==> src/verilog/pmx_consts.svh <==
// Register offsets, field layout, reset values and selection codes
// for the Port B / Port C pin-function multiplexer.
// Assumes a 32-bit AHB-Lite slave, one register per aligned word.
`ifndef PMX_CONSTS_SVH
`define PMX_CONSTS_SVH

// Byte offsets inside the block's window
`define PMX_OFS_PB_SEL_LOW   8'h00
`define PMX_OFS_PB_SEL_HIGH  8'h04
`define PMX_OFS_PC_SEL_LOW   8'h08
`define PMX_OFS_PC_SEL_HIGH  8'h0c
`define PMX_OFS_IN_SRC_SEL   8'h10
`define PMX_ADDR_BITS        8

// Reset values of all selection registers
`define PMX_RST_SEL          8'h00
// Implemented bits of the input source register
`define PMX_IN_SRC_MASK      8'h7f

// Input source field positions
`define PMX_IS_JITTER_BIT    6
`define PMX_IS_IRQ1_BIT      5
`define PMX_IS_IRQ0_BIT      4
`define PMX_IS_DATA_HI       3
`define PMX_IS_DATA_LO       2
`define PMX_IS_SCLK_BIT      1
`define PMX_IS_AUX_BIT       0

// Two-bit function codes
`define PMX_F0               2'h0
`define PMX_F1               2'h1
`define PMX_F2               2'h2
`define PMX_F3               2'h3

// AHB-Lite encodings
`define PMX_HTRANS_NONSEQ    2'h2
`define PMX_HRESP_OKAY       1'b0

`endif

==> src/verilog/pmx_pkg.sv <==
// Types shared by the pin-function multiplexer and its surroundings.
// Assumes the peripherals drive and read these bundles on clk.
`default_nettype none

package pmx_pkg;

	// Outputs of on-chip peripherals that may reach a pad
	typedef struct packed {
		logic timer0_out;
		logic timer0_out_inverted;
		logic timer1_out;
		logic timer1_out_inverted;
		logic timer2_out;
		logic timer3_out;
		logic periodic_timer_out;
		logic peripheral_clock_out;
		logic timer_module_clock_out;
		logic pwm_channel_two_out;
		logic pwm_channel_three_out;
		logic serial_clock_o;
		logic serial_clock_oe;
		logic shared_data_o;
		logic shared_data_oe;
		logic spi_slave_select_o;
		logic spi_slave_select_oe;
		logic sdo_o;
		logic sdo_oe;
	} pmx_periph_out_t;

	// Pad levels routed back to peripheral inputs
	typedef struct packed {
		logic timer0_clock_in;
		logic timer1_clock_in;
		logic timer2_clock_in;
		logic timer3_clock_in;
		logic periodic_timer_clock_in;
		logic periodic_capture_in;
		logic ext_irq_zero_in;
		logic ext_irq_one_in;
		logic jitter_freq_in;
		logic shared_data_in;
		logic serial_clock_in;
		logic serial_aux_in;
	} pmx_periph_in_t;

	// Analog switch enables for the pad-side analog paths
	typedef struct packed {
		logic [7:0] analog_channel;
		logic       opamp_output;
		logic       opamp_inverting_in;
		logic       adc_reference_in;
		logic       phase_detect_pb2;
		logic       phase_detect_pc5;
		logic       overvoltage_comp_in;
		logic       low_voltage_detect_in;
	} pmx_analog_en_t;

endpackage

`default_nettype wire

==> src/verilog/pmx_pin_mux.sv <==
// Pin-function multiplexer for Port B and Port C with an AHB-Lite
// register slave.
// Assumes pads arrive asynchronously; peripherals and port logic on clk.
//
// Functional notes
// - B3: 01 analog 3, else GPIO
// - B2: GPIO, phase, analog 2, reference
// - B1: GPIO, analog 1, opamp, both
// - B0: 01 opamp input, 10 analog 0
// - B7: GPIO, timer2, serial clock, analog 7
// - B6: GPIO, shared data, clock out, analog
// - B5: 01 inverted timer1, 10 analog 5
// - B4: 01 inverted timer0, 10 analog 4
// - C3: 01 overvoltage input; 1x reserved
// - C2: GPIO, timer1, shared data, clock out
// - C1: GPIO, timer0, slave select, data out
// - C0: GPIO, periodic timer, select, data out
// - C6: 01 PWM_CHANNEL_THREE_OUT, else GPIO
// - C5: 01 clock out, 10 phase input
// - C4: GPIO, low voltage, timer3, clock out
// - Source bit 7 reads zero, ignores writes
// - Source bit 6 picks jitter input pin
// - Source bit 5 picks interrupt 1 pin
// - Source bits 3:2 pick shared data pin
// - Source bit 1 picks serial clock pin
`timescale 1ns/10ps
`default_nettype none
`include "pmx_consts.svh"

module pmx_pin_mux
(
	input  wire logic                    clk,
	input  wire logic                    nrst,
	// AHB-Lite slave
	input  wire logic                    hsel,
	input  wire logic [31:0]             haddr,
	input  wire logic [1:0]              htrans,
	input  wire logic                    hwrite,
	input  wire logic [2:0]              hsize,
	input  wire logic [31:0]             hwdata,
	input  wire logic                    hready,
	output logic                         hreadyout,
	output logic                         hresp,
	output logic [31:0]                  hrdata,
	// Port data and control from the GPIO registers
	input  wire logic [7:0]              gpio_b_out,
	input  wire logic [7:0]              gpio_b_oe,
	input  wire logic [7:0]              gpio_c_out,
	input  wire logic [7:0]              gpio_c_oe,
	// Peripheral side
	input  wire pmx_pkg::pmx_periph_out_t periph_out,
	output pmx_pkg::pmx_periph_in_t      periph_in,
	output pmx_pkg::pmx_analog_en_t      analog_en,
	// Pad side
	input  wire logic [7:0]              pad_b_in,
	input  wire logic [7:0]              pad_c_in,
	input  wire logic                    port_a_pin0_in,
	input  wire logic                    port_a_pin2_in,
	output logic [7:0]                   pad_b_out,
	output logic [7:0]                   pad_b_oe,
	output logic [7:0]                   pad_c_out,
	output logic [7:0]                   pad_c_oe,
	// Synchronised pad levels for the port read path
	output logic [7:0]                   port_b_read,
	output logic [7:0]                   port_c_read
);

	// Two-bit function field of pin idx inside an 8-bit register
	function automatic logic [1:0] fld(input logic [7:0] r,
		input logic [1:0] idx);
		fld = r[{idx, 1'b0} +: 2];
	endfunction

	// Four-way selection by function code
	function automatic logic pick4(input logic [1:0] c, input logic a0,
		input logic a1, input logic a2, input logic a3);
		case (c)
			`PMX_F0: pick4 = a0;
			`PMX_F1: pick4 = a1;
			`PMX_F2: pick4 = a2;
			default: pick4 = a3;
		endcase
	endfunction

	// Selection registers
	logic [7:0] port_b_select_low_q;
	logic [7:0] port_b_select_high_q;
	logic [7:0] port_c_select_low_q;
	logic [7:0] port_c_select_high_q;
	logic [7:0] input_source_select_q;

	// Bus data-phase state
	logic                       wr_pend_q;
	logic [`PMX_ADDR_BITS-1:0]  wr_addr_q;
	logic [31:0]                hrdata_q;

	// Pad synchronisers; stage one feeds stage two only
	logic [7:0] pb_s1_q;
	logic [7:0] pb_s2_q;
	logic [7:0] pc_s1_q;
	logic [7:0] pc_s2_q;
	logic [1:0] pa_s1_q;
	logic [1:0] pa_s2_q;

	// Registered pad and peripheral outputs
	logic [7:0]                pad_b_out_q;
	logic [7:0]                pad_b_oe_q;
	logic [7:0]                pad_c_out_q;
	logic [7:0]                pad_c_oe_q;
	pmx_pkg::pmx_periph_in_t   periph_in_q;
	pmx_pkg::pmx_analog_en_t   analog_en_q;

	// Bus decode
	wire                      addr_phase;
	wire [`PMX_ADDR_BITS-1:0] rd_addr;
	wire [7:0]                rd_byte;
	wire                      wr_pb_lo;
	wire                      wr_pb_hi;
	wire                      wr_pc_lo;
	wire                      wr_pc_hi;
	wire                      wr_is;

	assign addr_phase = hsel & hready & (htrans == `PMX_HTRANS_NONSEQ);
	assign rd_addr    = haddr[`PMX_ADDR_BITS-1:0];

	// Unmapped reads return zero; bit 7 of the source register is absent
	assign rd_byte =
		(rd_addr == `PMX_OFS_PB_SEL_LOW)  ? port_b_select_low_q  :
		(rd_addr == `PMX_OFS_PB_SEL_HIGH) ? port_b_select_high_q :
		(rd_addr == `PMX_OFS_PC_SEL_LOW)  ? port_c_select_low_q  :
		(rd_addr == `PMX_OFS_PC_SEL_HIGH) ? port_c_select_high_q :
		(rd_addr == `PMX_OFS_IN_SRC_SEL)  ?
			(input_source_select_q & `PMX_IN_SRC_MASK) : 8'h00;

	// Write strobes in the data phase; only the low byte lane is used
	assign wr_pb_lo = wr_pend_q & (wr_addr_q == `PMX_OFS_PB_SEL_LOW);
	assign wr_pb_hi = wr_pend_q & (wr_addr_q == `PMX_OFS_PB_SEL_HIGH);
	assign wr_pc_lo = wr_pend_q & (wr_addr_q == `PMX_OFS_PC_SEL_LOW);
	assign wr_pc_hi = wr_pend_q & (wr_addr_q == `PMX_OFS_PC_SEL_HIGH);
	assign wr_is    = wr_pend_q & (wr_addr_q == `PMX_OFS_IN_SRC_SEL);

	// Address phase capture and read data; zero wait states
	always_ff @(posedge clk or negedge nrst)
	begin
		if (!nrst)
		begin
			wr_pend_q <= 1'b0;
			wr_addr_q <= '0;
			hrdata_q  <= 32'h0000_0000;
		end
		else
		begin
			wr_pend_q <= addr_phase & hwrite;
			wr_addr_q <= rd_addr;
			if (addr_phase & ~hwrite)
				hrdata_q <= {24'h00_0000, rd_byte};
		end
	end

	// Selection registers; all clear at reset
	always_ff @(posedge clk or negedge nrst)
	begin
		if (!nrst)
		begin
			port_b_select_low_q   <= `PMX_RST_SEL;
			port_b_select_high_q  <= `PMX_RST_SEL;
			port_c_select_low_q   <= `PMX_RST_SEL;
			port_c_select_high_q  <= `PMX_RST_SEL;
			input_source_select_q <= `PMX_RST_SEL;
		end
		else
		begin
			if (wr_pb_lo)
				port_b_select_low_q <= hwdata[7:0];
			if (wr_pb_hi)
				port_b_select_high_q <= hwdata[7:0];
			if (wr_pc_lo)
				port_c_select_low_q <= hwdata[7:0];
			if (wr_pc_hi)
				port_c_select_high_q <= hwdata[7:0];
			if (wr_is)
				input_source_select_q <= hwdata[7:0] & `PMX_IN_SRC_MASK;
		end
	end

	// Per-pin fields: low registers hold pins 3..0, high hold 7..4
	logic [1:0] fb [8];
	logic [1:0] fc [8];

	genvar gi;
	generate
		for (gi = 0; gi < 4; gi++)
		begin : g_fld
			assign fb[gi]   = fld(port_b_select_low_q,  2'(gi));
			assign fb[gi+4] = fld(port_b_select_high_q, 2'(gi));
			assign fc[gi]   = fld(port_c_select_low_q,  2'(gi));
			assign fc[gi+4] = fld(port_c_select_high_q, 2'(gi));
		end
	endgenerate

	// Port B pad drive; analog modes release the digital driver
	wire [7:0] b_out_d;
	wire [7:0] b_oe_d;
	wire [7:0] c_out_d;
	wire [7:0] c_oe_d;
	wire       go;

	assign go = 1'b1;

	assign b_out_d[0] = pick4(fb[0], gpio_b_out[0], 1'b0, 1'b0,
		gpio_b_out[0]);
	assign b_oe_d[0]  = pick4(fb[0], gpio_b_oe[0], 1'b0, 1'b0,
		gpio_b_oe[0]);
	assign b_out_d[1] = pick4(fb[1], gpio_b_out[1], 1'b0, 1'b0, 1'b0);
	assign b_oe_d[1]  = pick4(fb[1], gpio_b_oe[1], 1'b0, 1'b0, 1'b0);
	assign b_out_d[2] = pick4(fb[2], gpio_b_out[2], 1'b0, 1'b0, 1'b0);
	assign b_oe_d[2]  = pick4(fb[2], gpio_b_oe[2], 1'b0, 1'b0, 1'b0);
	assign b_out_d[3] = pick4(fb[3], gpio_b_out[3], 1'b0, gpio_b_out[3],
		gpio_b_out[3]);
	assign b_oe_d[3]  = pick4(fb[3], gpio_b_oe[3], 1'b0, gpio_b_oe[3],
		gpio_b_oe[3]);
	assign b_out_d[4] = pick4(fb[4], gpio_b_out[4],
		periph_out.timer0_out_inverted, 1'b0, gpio_b_out[4]);
	assign b_oe_d[4]  = pick4(fb[4], gpio_b_oe[4], go, 1'b0,
		gpio_b_oe[4]);
	assign b_out_d[5] = pick4(fb[5], gpio_b_out[5],
		periph_out.timer1_out_inverted, 1'b0, gpio_b_out[5]);
	assign b_oe_d[5]  = pick4(fb[5], gpio_b_oe[5], go, 1'b0,
		gpio_b_oe[5]);
	assign b_out_d[6] = pick4(fb[6], gpio_b_out[6], periph_out.shared_data_o,
		periph_out.peripheral_clock_out, 1'b0);
	assign b_oe_d[6]  = pick4(fb[6], gpio_b_oe[6], periph_out.shared_data_oe,
		go, 1'b0);
	assign b_out_d[7] = pick4(fb[7], gpio_b_out[7], periph_out.timer2_out,
		periph_out.serial_clock_o, 1'b0);
	assign b_oe_d[7]  = pick4(fb[7], gpio_b_oe[7], go,
		periph_out.serial_clock_oe, 1'b0);

	// Port C pad drive; reserved C3 codes fall back to GPIO
	assign c_out_d[0] = pick4(fc[0], gpio_c_out[0],
		periph_out.periodic_timer_out, periph_out.spi_slave_select_o,
		periph_out.sdo_o);
	assign c_oe_d[0]  = pick4(fc[0], gpio_c_oe[0], go,
		periph_out.spi_slave_select_oe, periph_out.sdo_oe);
	assign c_out_d[1] = pick4(fc[1], gpio_c_out[1], periph_out.timer0_out,
		periph_out.spi_slave_select_o, periph_out.sdo_o);
	assign c_oe_d[1]  = pick4(fc[1], gpio_c_oe[1], go,
		periph_out.spi_slave_select_oe, periph_out.sdo_oe);
	assign c_out_d[2] = pick4(fc[2], gpio_c_out[2], periph_out.timer1_out,
		periph_out.shared_data_o, periph_out.peripheral_clock_out);
	assign c_oe_d[2]  = pick4(fc[2], gpio_c_oe[2], go,
		periph_out.shared_data_oe, go);
	assign c_out_d[3] = pick4(fc[3], gpio_c_out[3], 1'b0, gpio_c_out[3],
		gpio_c_out[3]);
	assign c_oe_d[3]  = pick4(fc[3], gpio_c_oe[3], 1'b0, gpio_c_oe[3],
		gpio_c_oe[3]);
	assign c_out_d[4] = pick4(fc[4], gpio_c_out[4], 1'b0,
		periph_out.timer3_out, periph_out.timer_module_clock_out);
	assign c_oe_d[4]  = pick4(fc[4], gpio_c_oe[4], 1'b0, go, go);
	assign c_out_d[5] = pick4(fc[5], gpio_c_out[5],
		periph_out.peripheral_clock_out, 1'b0, gpio_c_out[5]);
	assign c_oe_d[5]  = pick4(fc[5], gpio_c_oe[5], go, 1'b0,
		gpio_c_oe[5]);
	assign c_out_d[6] = pick4(fc[6], gpio_c_out[6],
		periph_out.pwm_channel_three_out, gpio_c_out[6],
		gpio_c_out[6]);
	assign c_oe_d[6]  = pick4(fc[6], gpio_c_oe[6], go, gpio_c_oe[6],
		gpio_c_oe[6]);
	assign c_out_d[7] = pick4(fc[7], gpio_c_out[7],
		periph_out.pwm_channel_two_out, gpio_c_out[7],
		gpio_c_out[7]);
	assign c_oe_d[7]  = pick4(fc[7], gpio_c_oe[7], go, gpio_c_oe[7],
		gpio_c_oe[7]);

	// Analog switch enables
	pmx_pkg::pmx_analog_en_t ana_d;

	assign ana_d.analog_channel[0] = (fb[0] == `PMX_F2);
	assign ana_d.analog_channel[1] = fb[1][0];
	assign ana_d.analog_channel[2] = (fb[2] == `PMX_F2);
	assign ana_d.analog_channel[3] = (fb[3] == `PMX_F1);
	assign ana_d.analog_channel[4] = (fb[4] == `PMX_F2);
	assign ana_d.analog_channel[5] = (fb[5] == `PMX_F2);
	assign ana_d.analog_channel[6] = (fb[6] == `PMX_F3);
	assign ana_d.analog_channel[7] = (fb[7] == `PMX_F3);
	assign ana_d.opamp_output          = fb[1][1];
	assign ana_d.opamp_inverting_in    = (fb[0] == `PMX_F1);
	assign ana_d.adc_reference_in      = (fb[2] == `PMX_F3);
	assign ana_d.phase_detect_pb2      = (fb[2] == `PMX_F1);
	assign ana_d.phase_detect_pc5      = (fc[5] == `PMX_F2);
	assign ana_d.overvoltage_comp_in   = (fc[3] == `PMX_F1);
	assign ana_d.low_voltage_detect_in = (fc[4] == `PMX_F1);

	// Input routing from synchronised pad levels
	pmx_pkg::pmx_periph_in_t pin_d;
	wire [1:0] data_src;

	assign data_src = input_source_select_q[`PMX_IS_DATA_HI:`PMX_IS_DATA_LO];

	// Timer clocks only pass while their pin stays in GPIO mode
	assign pin_d.timer0_clock_in = (fb[2] == `PMX_F0) & pb_s2_q[2];
	assign pin_d.timer1_clock_in = (fb[3] != `PMX_F1) & pb_s2_q[3];
	assign pin_d.timer2_clock_in = (fb[4] == `PMX_F0 || fb[4] == `PMX_F3)
		& pb_s2_q[4];
	assign pin_d.timer3_clock_in = (fc[5] == `PMX_F0 || fc[5] == `PMX_F3)
		& pc_s2_q[5];
	assign pin_d.periodic_timer_clock_in = pin_d.timer3_clock_in;
	assign pin_d.periodic_capture_in = (fb[5] == `PMX_F0
		|| fb[5] == `PMX_F3) & pb_s2_q[5];
	assign pin_d.ext_irq_zero_in = input_source_select_q[`PMX_IS_IRQ0_BIT]
		? pb_s2_q[3] : pb_s2_q[4];
	assign pin_d.ext_irq_one_in = input_source_select_q[`PMX_IS_IRQ1_BIT]
		? pc_s2_q[1] : pb_s2_q[5];
	assign pin_d.jitter_freq_in = input_source_select_q[`PMX_IS_JITTER_BIT]
		? pc_s2_q[1] : pb_s2_q[5];
	assign pin_d.shared_data_in = !data_src[1] ? pa_s2_q[1] :
		(data_src[0] ? pb_s2_q[6] : pc_s2_q[2]);
	assign pin_d.serial_clock_in = input_source_select_q[`PMX_IS_SCLK_BIT]
		? pa_s2_q[0] : pb_s2_q[7];
	assign pin_d.serial_aux_in = input_source_select_q[`PMX_IS_AUX_BIT]
		? pc_s2_q[1] : pc_s2_q[0];

	// Pad synchronisers; two stages against metastability
	always_ff @(posedge clk or negedge nrst)
	begin
		if (!nrst)
		begin
			pb_s1_q <= 8'h00;
			pb_s2_q <= 8'h00;
			pc_s1_q <= 8'h00;
			pc_s2_q <= 8'h00;
			pa_s1_q <= 2'h0;
			pa_s2_q <= 2'h0;
		end
		else
		begin
			pb_s1_q <= pad_b_in;
			pb_s2_q <= pb_s1_q;
			pc_s1_q <= pad_c_in;
			pc_s2_q <= pc_s1_q;
			pa_s1_q <= {port_a_pin2_in, port_a_pin0_in};
			pa_s2_q <= pa_s1_q;
		end
	end

	// Output registers; costs one cycle but keeps pads glitch free
	always_ff @(posedge clk or negedge nrst)
	begin
		if (!nrst)
		begin
			pad_b_out_q <= 8'h00;
			pad_b_oe_q  <= 8'h00;
			pad_c_out_q <= 8'h00;
			pad_c_oe_q  <= 8'h00;
			periph_in_q <= '0;
			analog_en_q <= '0;
		end
		else
		begin
			pad_b_out_q <= b_out_d;
			pad_b_oe_q  <= b_oe_d;
			pad_c_out_q <= c_out_d;
			pad_c_oe_q  <= c_oe_d;
			periph_in_q <= pin_d;
			analog_en_q <= ana_d;
		end
	end

	// Port outputs, all straight from flip-flops
	assign pad_b_out   = pad_b_out_q;
	assign pad_b_oe    = pad_b_oe_q;
	assign pad_c_out   = pad_c_out_q;
	assign pad_c_oe    = pad_c_oe_q;
	assign periph_in   = periph_in_q;
	assign analog_en   = analog_en_q;
	assign port_b_read = pb_s2_q;
	assign port_c_read = pc_s2_q;
	assign hrdata      = hrdata_q;

	// Never stalls and never errors
	always_ff @(posedge clk or negedge nrst)
	begin
		if (!nrst)
		begin
			hreadyout <= 1'b1;
			hresp     <= `PMX_HRESP_OKAY;
		end
		else
		begin
			hreadyout <= 1'b1;
			hresp     <= `PMX_HRESP_OKAY;
		end
	end

endmodule

`default_nettype wire

==> config.mk <==
export PLATFORM = sky130hd
export DESIGN_NAME = pmx_pin_mux
export DESIGN_NICKNAME = d
export VERILOG_FILES = /design/src/verilog/pmx_pkg.sv /design/src/verilog/pmx_pin_mux.sv
export VERILOG_INCLUDE_DIRS = /design/src /design/src/verilog
export SDC_FILE = /design/constraint.sdc
export NUM_CORES = 1
export LEC_CHECK = 0
export BUFFER_PORTS_ARGS = -buffer_cell sky130_fd_sc_hd__buf_2
export CAP_MARGIN = 0
export CORE_ASPECT_RATIO = 0.7
export CORE_MARGIN = 4
export CORE_UTILIZATION = 51
export CTS_CLUSTER_DIAMETER = 120
export DETAILED_ROUTE_END_ITERATION = 7
export PLACE_DENSITY = 0.81
export SYNTH_ARGS = -nofsm -noshare
export SYNTH_HDL_FRONTEND = slang
export SYNTH_SLANG_ARGS = --single-unit
==> constraint.sdc <==
create_clock -name clk -period 4.9 [get_ports clk]
set_clock_uncertainty 0.05 [all_clocks]
set_input_delay 0.49 -clock clk [delete_from_list [all_inputs] [get_ports clk]]
set_output_delay 0.49 -clock clk [all_outputs]
set_load 0.02 [all_outputs]
* Yosys cells after proc, flatten, opt, wreduce, memory -nomap -nowiden
Index checks and enable logic that the tools add are counted.
Storage, ports and cells: output and inout bits 109, register bits after elaboration 150, word-level logic and storage cells 155
Cells by class: multiplexer cells 44, equality and inequality tests 42, bitwise logic cells 15, reduce and logical (&&, ||, !) cells 17
Operators with widths (number):
- $eq A2 B2 Y1 const B | 18
- $eq A8 B4 Y1 const B | 4
- $mux W8 | 4
- $eq A2 B1 Y1 const B | 15
- $pmux W1 S3 | 10
- $logic_not A2 Y1 | 11
- $mux W1 | 21
- $eq A8 B3 Y1 const B | 2
- $eq A8 B5 Y1 const B | 2
- $logic_not A8 Y1 | 2
- $pmux W1 S2 | 8
- $and A1 B1 Y1 | 14
- $mux W7 | 1
- $logic_or A1 B1 Y1 | 3
- $ne A2 B1 Y1 const B | 1
- $reduce_or A2 Y1 | 1
- $not A1 Y1 | 1

* Depth between registers and ports, before layout
depth after elaboration 6, gate-level depth with buffers 6

* Worst setup path before layout
OpenSTA, ideal clock, no wires.
path type in2reg, start point input port haddr[7], end point register hrdata_q[6] (netlist: hrdata[6]), path buffers 2, stages 6, slack 2.886 ns, data required time 4.722 ns, arrival time 1.836 ns, cells stage by stage or3_1 > buf_2 > or4_1 > clkbuf_2 > o211ai_1 > a211oi_1
On the way: cells in the longest elaborated chain, start to end 6, elaborated cells between the ends (all ways) 10, those cells by class eq/ne: 4; mux: 5; reduce/logical: 1
RTL lines:
- start, declared | line pmx_pin_mux.sv:36 | input wire logic [31:0] haddr,
- $eq A8 B5 Y1 (no line)
- $mux W7 | line pmx_pin_mux.sv:132 | (rd_addr == `PMX_OFS_IN_SRC_SEL) ?
- $mux W8 | line pmx_pin_mux.sv:131 | (rd_addr == `PMX_OFS_PC_SEL_HIGH) ? port_c_select_high_q :
- $mux W8 | line pmx_pin_mux.sv:130 | (rd_addr == `PMX_OFS_PC_SEL_LOW) ? port_c_select_low_q :
- $mux W8 | line pmx_pin_mux.sv:129 | (rd_addr == `PMX_OFS_PB_SEL_HIGH) ? port_b_select_high_q :
- $mux W8 (*) | line pmx_pin_mux.sv:128 | (rd_addr == `PMX_OFS_PB_SEL_LOW) ? port_b_select_low_q :
- end signal, assigned | line pmx_pin_mux.sv:156 | hrdata_q <= {24'h00_0000, rd_byte};
- end, declared | line pmx_pin_mux.sv:95 | logic [31:0] hrdata_q;
Mark *: on every way between the ends. The rest lies on a longest branch, timed or not. A chain may end at the register's enable or synchronous reset.

* Worst setup path after layout
start point register wr_addr_q[5], end point register port_b_select_high_q[2]
On the way: cells in the longest elaborated chain, start to end 2
RTL lines:
- start, declared | line pmx_pin_mux.sv:94 | logic [`PMX_ADDR_BITS-1:0] wr_addr_q;
- start signal, assigned | line pmx_pin_mux.sv:154 | wr_addr_q <= rd_addr;
- $eq A8 B3 Y1 (no line)
- $and A1 B1 Y1 | line pmx_pin_mux.sv:137 | assign wr_pb_hi = wr_pend_q & (wr_addr_q == `PMX_OFS_PB_SEL_HIGH);
- end signal, assigned | line pmx_pin_mux.sv:166 | port_b_select_high_q <= `PMX_RST_SEL;
- end signal, assigned | line pmx_pin_mux.sv:176 | port_b_select_high_q <= hwdata[7:0];
- end, declared | line pmx_pin_mux.sv:87 | logic [7:0] port_b_select_high_q;
No other way between the ends.

==> results.md <==
- Row cnt: 32
- Initial antenna violation count: 0
- Metal1 wirelength: 5510 um
- Post-synth design cell area: 5830 um^2
- Global-route wire length before repair: 21200 um
- Switching Fraction: 24.4%
- Run status: completed
- Detailed-route via count: 3892
- Netlist cell types: 42
- DRC: 0
- Vias in the first global route: 4124
- WS Path Type: flop to flop
- Max Transition Viols Final: 0
- Total wire length: 13300 um
- EDFF count, synth: 0
- Cell Pwr Density: 402 nW/um^2
- CTS max path bufs: 2
- DP Wirelength: 9670 um
- DIE AREA: 13200 um^2
- GPL Wtd Cong: 0.891
- GRT Total Usage: 20.9%
- Ports: 252
- CTS Sinks: 150
- Fin. Hold Viols: 0
- RSZ-0062 raised after global routing: false
- Nets: 751
- Crit-path slowest cell: or4b_4
- Root Buffer: clkbuf_16
- Post-Route Utilization: 66.2%
- Sequential-to-total area share from yosys stat: 64.4%
- Highest signal layer in the routed design: met4
- Worst R2R Setup Slack: 2.55 ns
- Clk pin slew, worst setup/hold paths: 0.06 ns
- Psw: 721 uW
- Pin count of the biggest net entering global routing: 108
- Yosys reg bits: 150
- Worst Path Required: 5.14 ns
- Post-CTS Setup Inserts: 0
- PortBufs: 174
- Cell area after layout: 7340 um^2
- Worst slew pin tran: 0.920 ns
- Antenna fix cells: 0
- DR WL met2: 6400 um
- Met3 WL: 1340 um
- Core ar.: 11100 um^2
- Detailed Routing Iterations Pass 1: 4
- Max reg flops: 15
- Worst-path cell chain: or4b_4 > nor4_2 > and3b_1 > mux2_2
- Cts hold-fix bufs: 0
- Die X: 136 um
- Vias per cell: 5.08
- Ys async rst share: 100%
- Critical path endpoint category: flop
- Number of DRC markers in iteration 0: 205
- Hold crit path type: input pin to flop
- TritonCTS Buffers: 17
- Commonest register cell after synthesis: dfrtp_1
- Syn_area_per_cell: 13.8 um^2
- Worst vdd ir: 0.000282 V
- Die H: 97.4 um
- YS warnings: 0
- Average wire per standard cell: 17.4 um
- Combinational share of power: 9.1%
- Antenna viol nets, final: 0
- Rel. slew slack: 38.7%
- Initial Util: 52.5%
- Placement Cell Area: 6720 um^2
- Final worst-path cycle share: 48.0%
- Max stage delay on crit path: 0.57 ns
- Resize count post-CTS: 0
- Share of cells above drive strength 1: 43.6%
- Setup TNS: 0 ns
- Grt ovf: 0
- Skew-Pair Late Insertion Delay: 0.41 ns
- Int Pwr: 2.23 mW
- Max-cap violations: 0
- Startpoint type of the worst setup path: flop
- CTS tree: yes
- CP arrival: 2.59 ns
- Setup violations, final: 0
- Area Growth Syn to Fin: 25.9%
- Synth Instances: 422
- Seq pwr share: 45.1%
- Crit Path Max Fanout: 8
- Post-route minimum period: 2.35 ns
- Filler Cells Inserted: 827
- Htree depth: 4
- Setup WS pre-CTS: 2.42 ns
- Leak: 3.66 nW
- Clock share of power: 45.9%
- Max Fclk: 425 MHz
- PnR worst setup slack: 2.55 ns
[stage by stage]
step	total power [mW]	hold WS, ns	instances
2_1_floorplan	1.50	0.144	446
3_3_place_gp	1.61	0.282	734
3_5_place_dp	1.62	0.285	734
4_1_cts	2.97	0.116	766
5_1_grt	3.06	0.112	766
6_report	2.95	0.132	766
[worst paths after layout]
check	cells after the start	startpoint	endpoint
hold reg to reg	0	pb_s1_q[2]	port_b_read[2]
max in group asynchronous	2	nrst	pa_s2_q[0]
setup reg to reg	4	wr_addr_q[5]	port_b_select_high_q[2]
min in group asynchronous	1	nrst	pad_b_out[2]
hold / removal	1	pad_c_in[6]	pc_s1_q[6]
setup / recovery	4	wr_addr_q[5]	port_b_select_high_q[2]
[synth_stat cells, drive strengths merged (4+ instances only)]
cell type,n,share of area [%]
buf,33,4.3
dfrtp,150,64
ha,8,1.7
and2,16,1.7
a211oi,14,1.8
nor2,15,0.97
clkbuf,7,0.47
a21oi,11,0.94
mux4,4,1.5
o21ai,8,0.69
nand3b,9,1.2
mux2,48,9.7
nor3,12,1.2
nand2,15,0.97
mux2i,5,0.86
o211ai,7,0.90
nand2b,9,0.97
o31ai,7,0.90
inv,17,1.1
[power groups by stage]
stage,Sequential (mW),Clock [mW],Combinational [mW]
floorplan,1.40,0,0.0987
global placement,1.35,0,0.261
detailed placement,1.35,0,0.268
CTS,1.33,1.37,0.270
global route,1.34,1.44,0.292
finish,1.33,1.35,0.267
[per-layer routing]
metal | vias up | track usage [%]
met5 | - | 0
met4 | 0 | 7.36
met3 | 12 | 7.71
met2 | 190 | 32.8
met1 | 1922 | 26.7
li1 | 1768 | -
[final cells by class]
class                      count  area (um^2)  area share [%]
sequential                   150         3750            51.1
multi-input combinational    239         1820            24.8
timing repair buffer         175          885            12.1
clock buffer                  19          453            6.17
tap                          153          191            2.61
clock inverter                13          171            2.34
inverter                      17         63.8           0.869
[kinds of logic after synthesis]
group | count (synthesis) | synth area share [%]
AOI/OAI and AO/OA | 50 | 5.67
adders and majority gates | 8 | 1.72
buffers and inverters | 57 | 5.88
DFF | 150 | 64.4
muxes | 57 | 12.1
other | 2 | 0.129
and+or+nand+nor | 98 | 10.1
[worst max-delay path: cells and delay by family (launching register included)]
family           cells  cell delay, ns
flip-flops           1            0.37
multiplexers         1            0.41
AND/OR/NAND/NOR      3            1.40
[layout by cell type, fill, tap and decap left out, types with 3 or more instances in the layout]
master | netlist | layout
buf_2 | 3 | 173
dfrtp_1 | 150 | 150
mux2_2 | 40 | 40
conb_1 | 2 | 26
inv_1 | 17 | 17
clkbuf_16 | 0 | 17
and2_1 | 16 | 16
nand2_1 | 15 | 15
nor2_1 | 15 | 15
a211oi_1 | 14 | 14
nor3_1 | 11 | 11
a21oi_1 | 11 | 11
nand3b_1 | 9 | 9
nand2b_1 | 9 | 9
o21ai_0 | 8 | 8
ha_1 | 8 | 8
mux2_4 | 7 | 7
o31ai_1 | 7 | 7
o211ai_1 | 7 | 7
mux2i_1 | 5 | 5
clkinv_4 | 0 | 5
mux4_2 | 4 | 4
nor2b_1 | 3 | 3
or2_2 | 3 | 3
bufinv_16 | 0 | 3
Note: power is estimated with default switching activity, not from simulation.
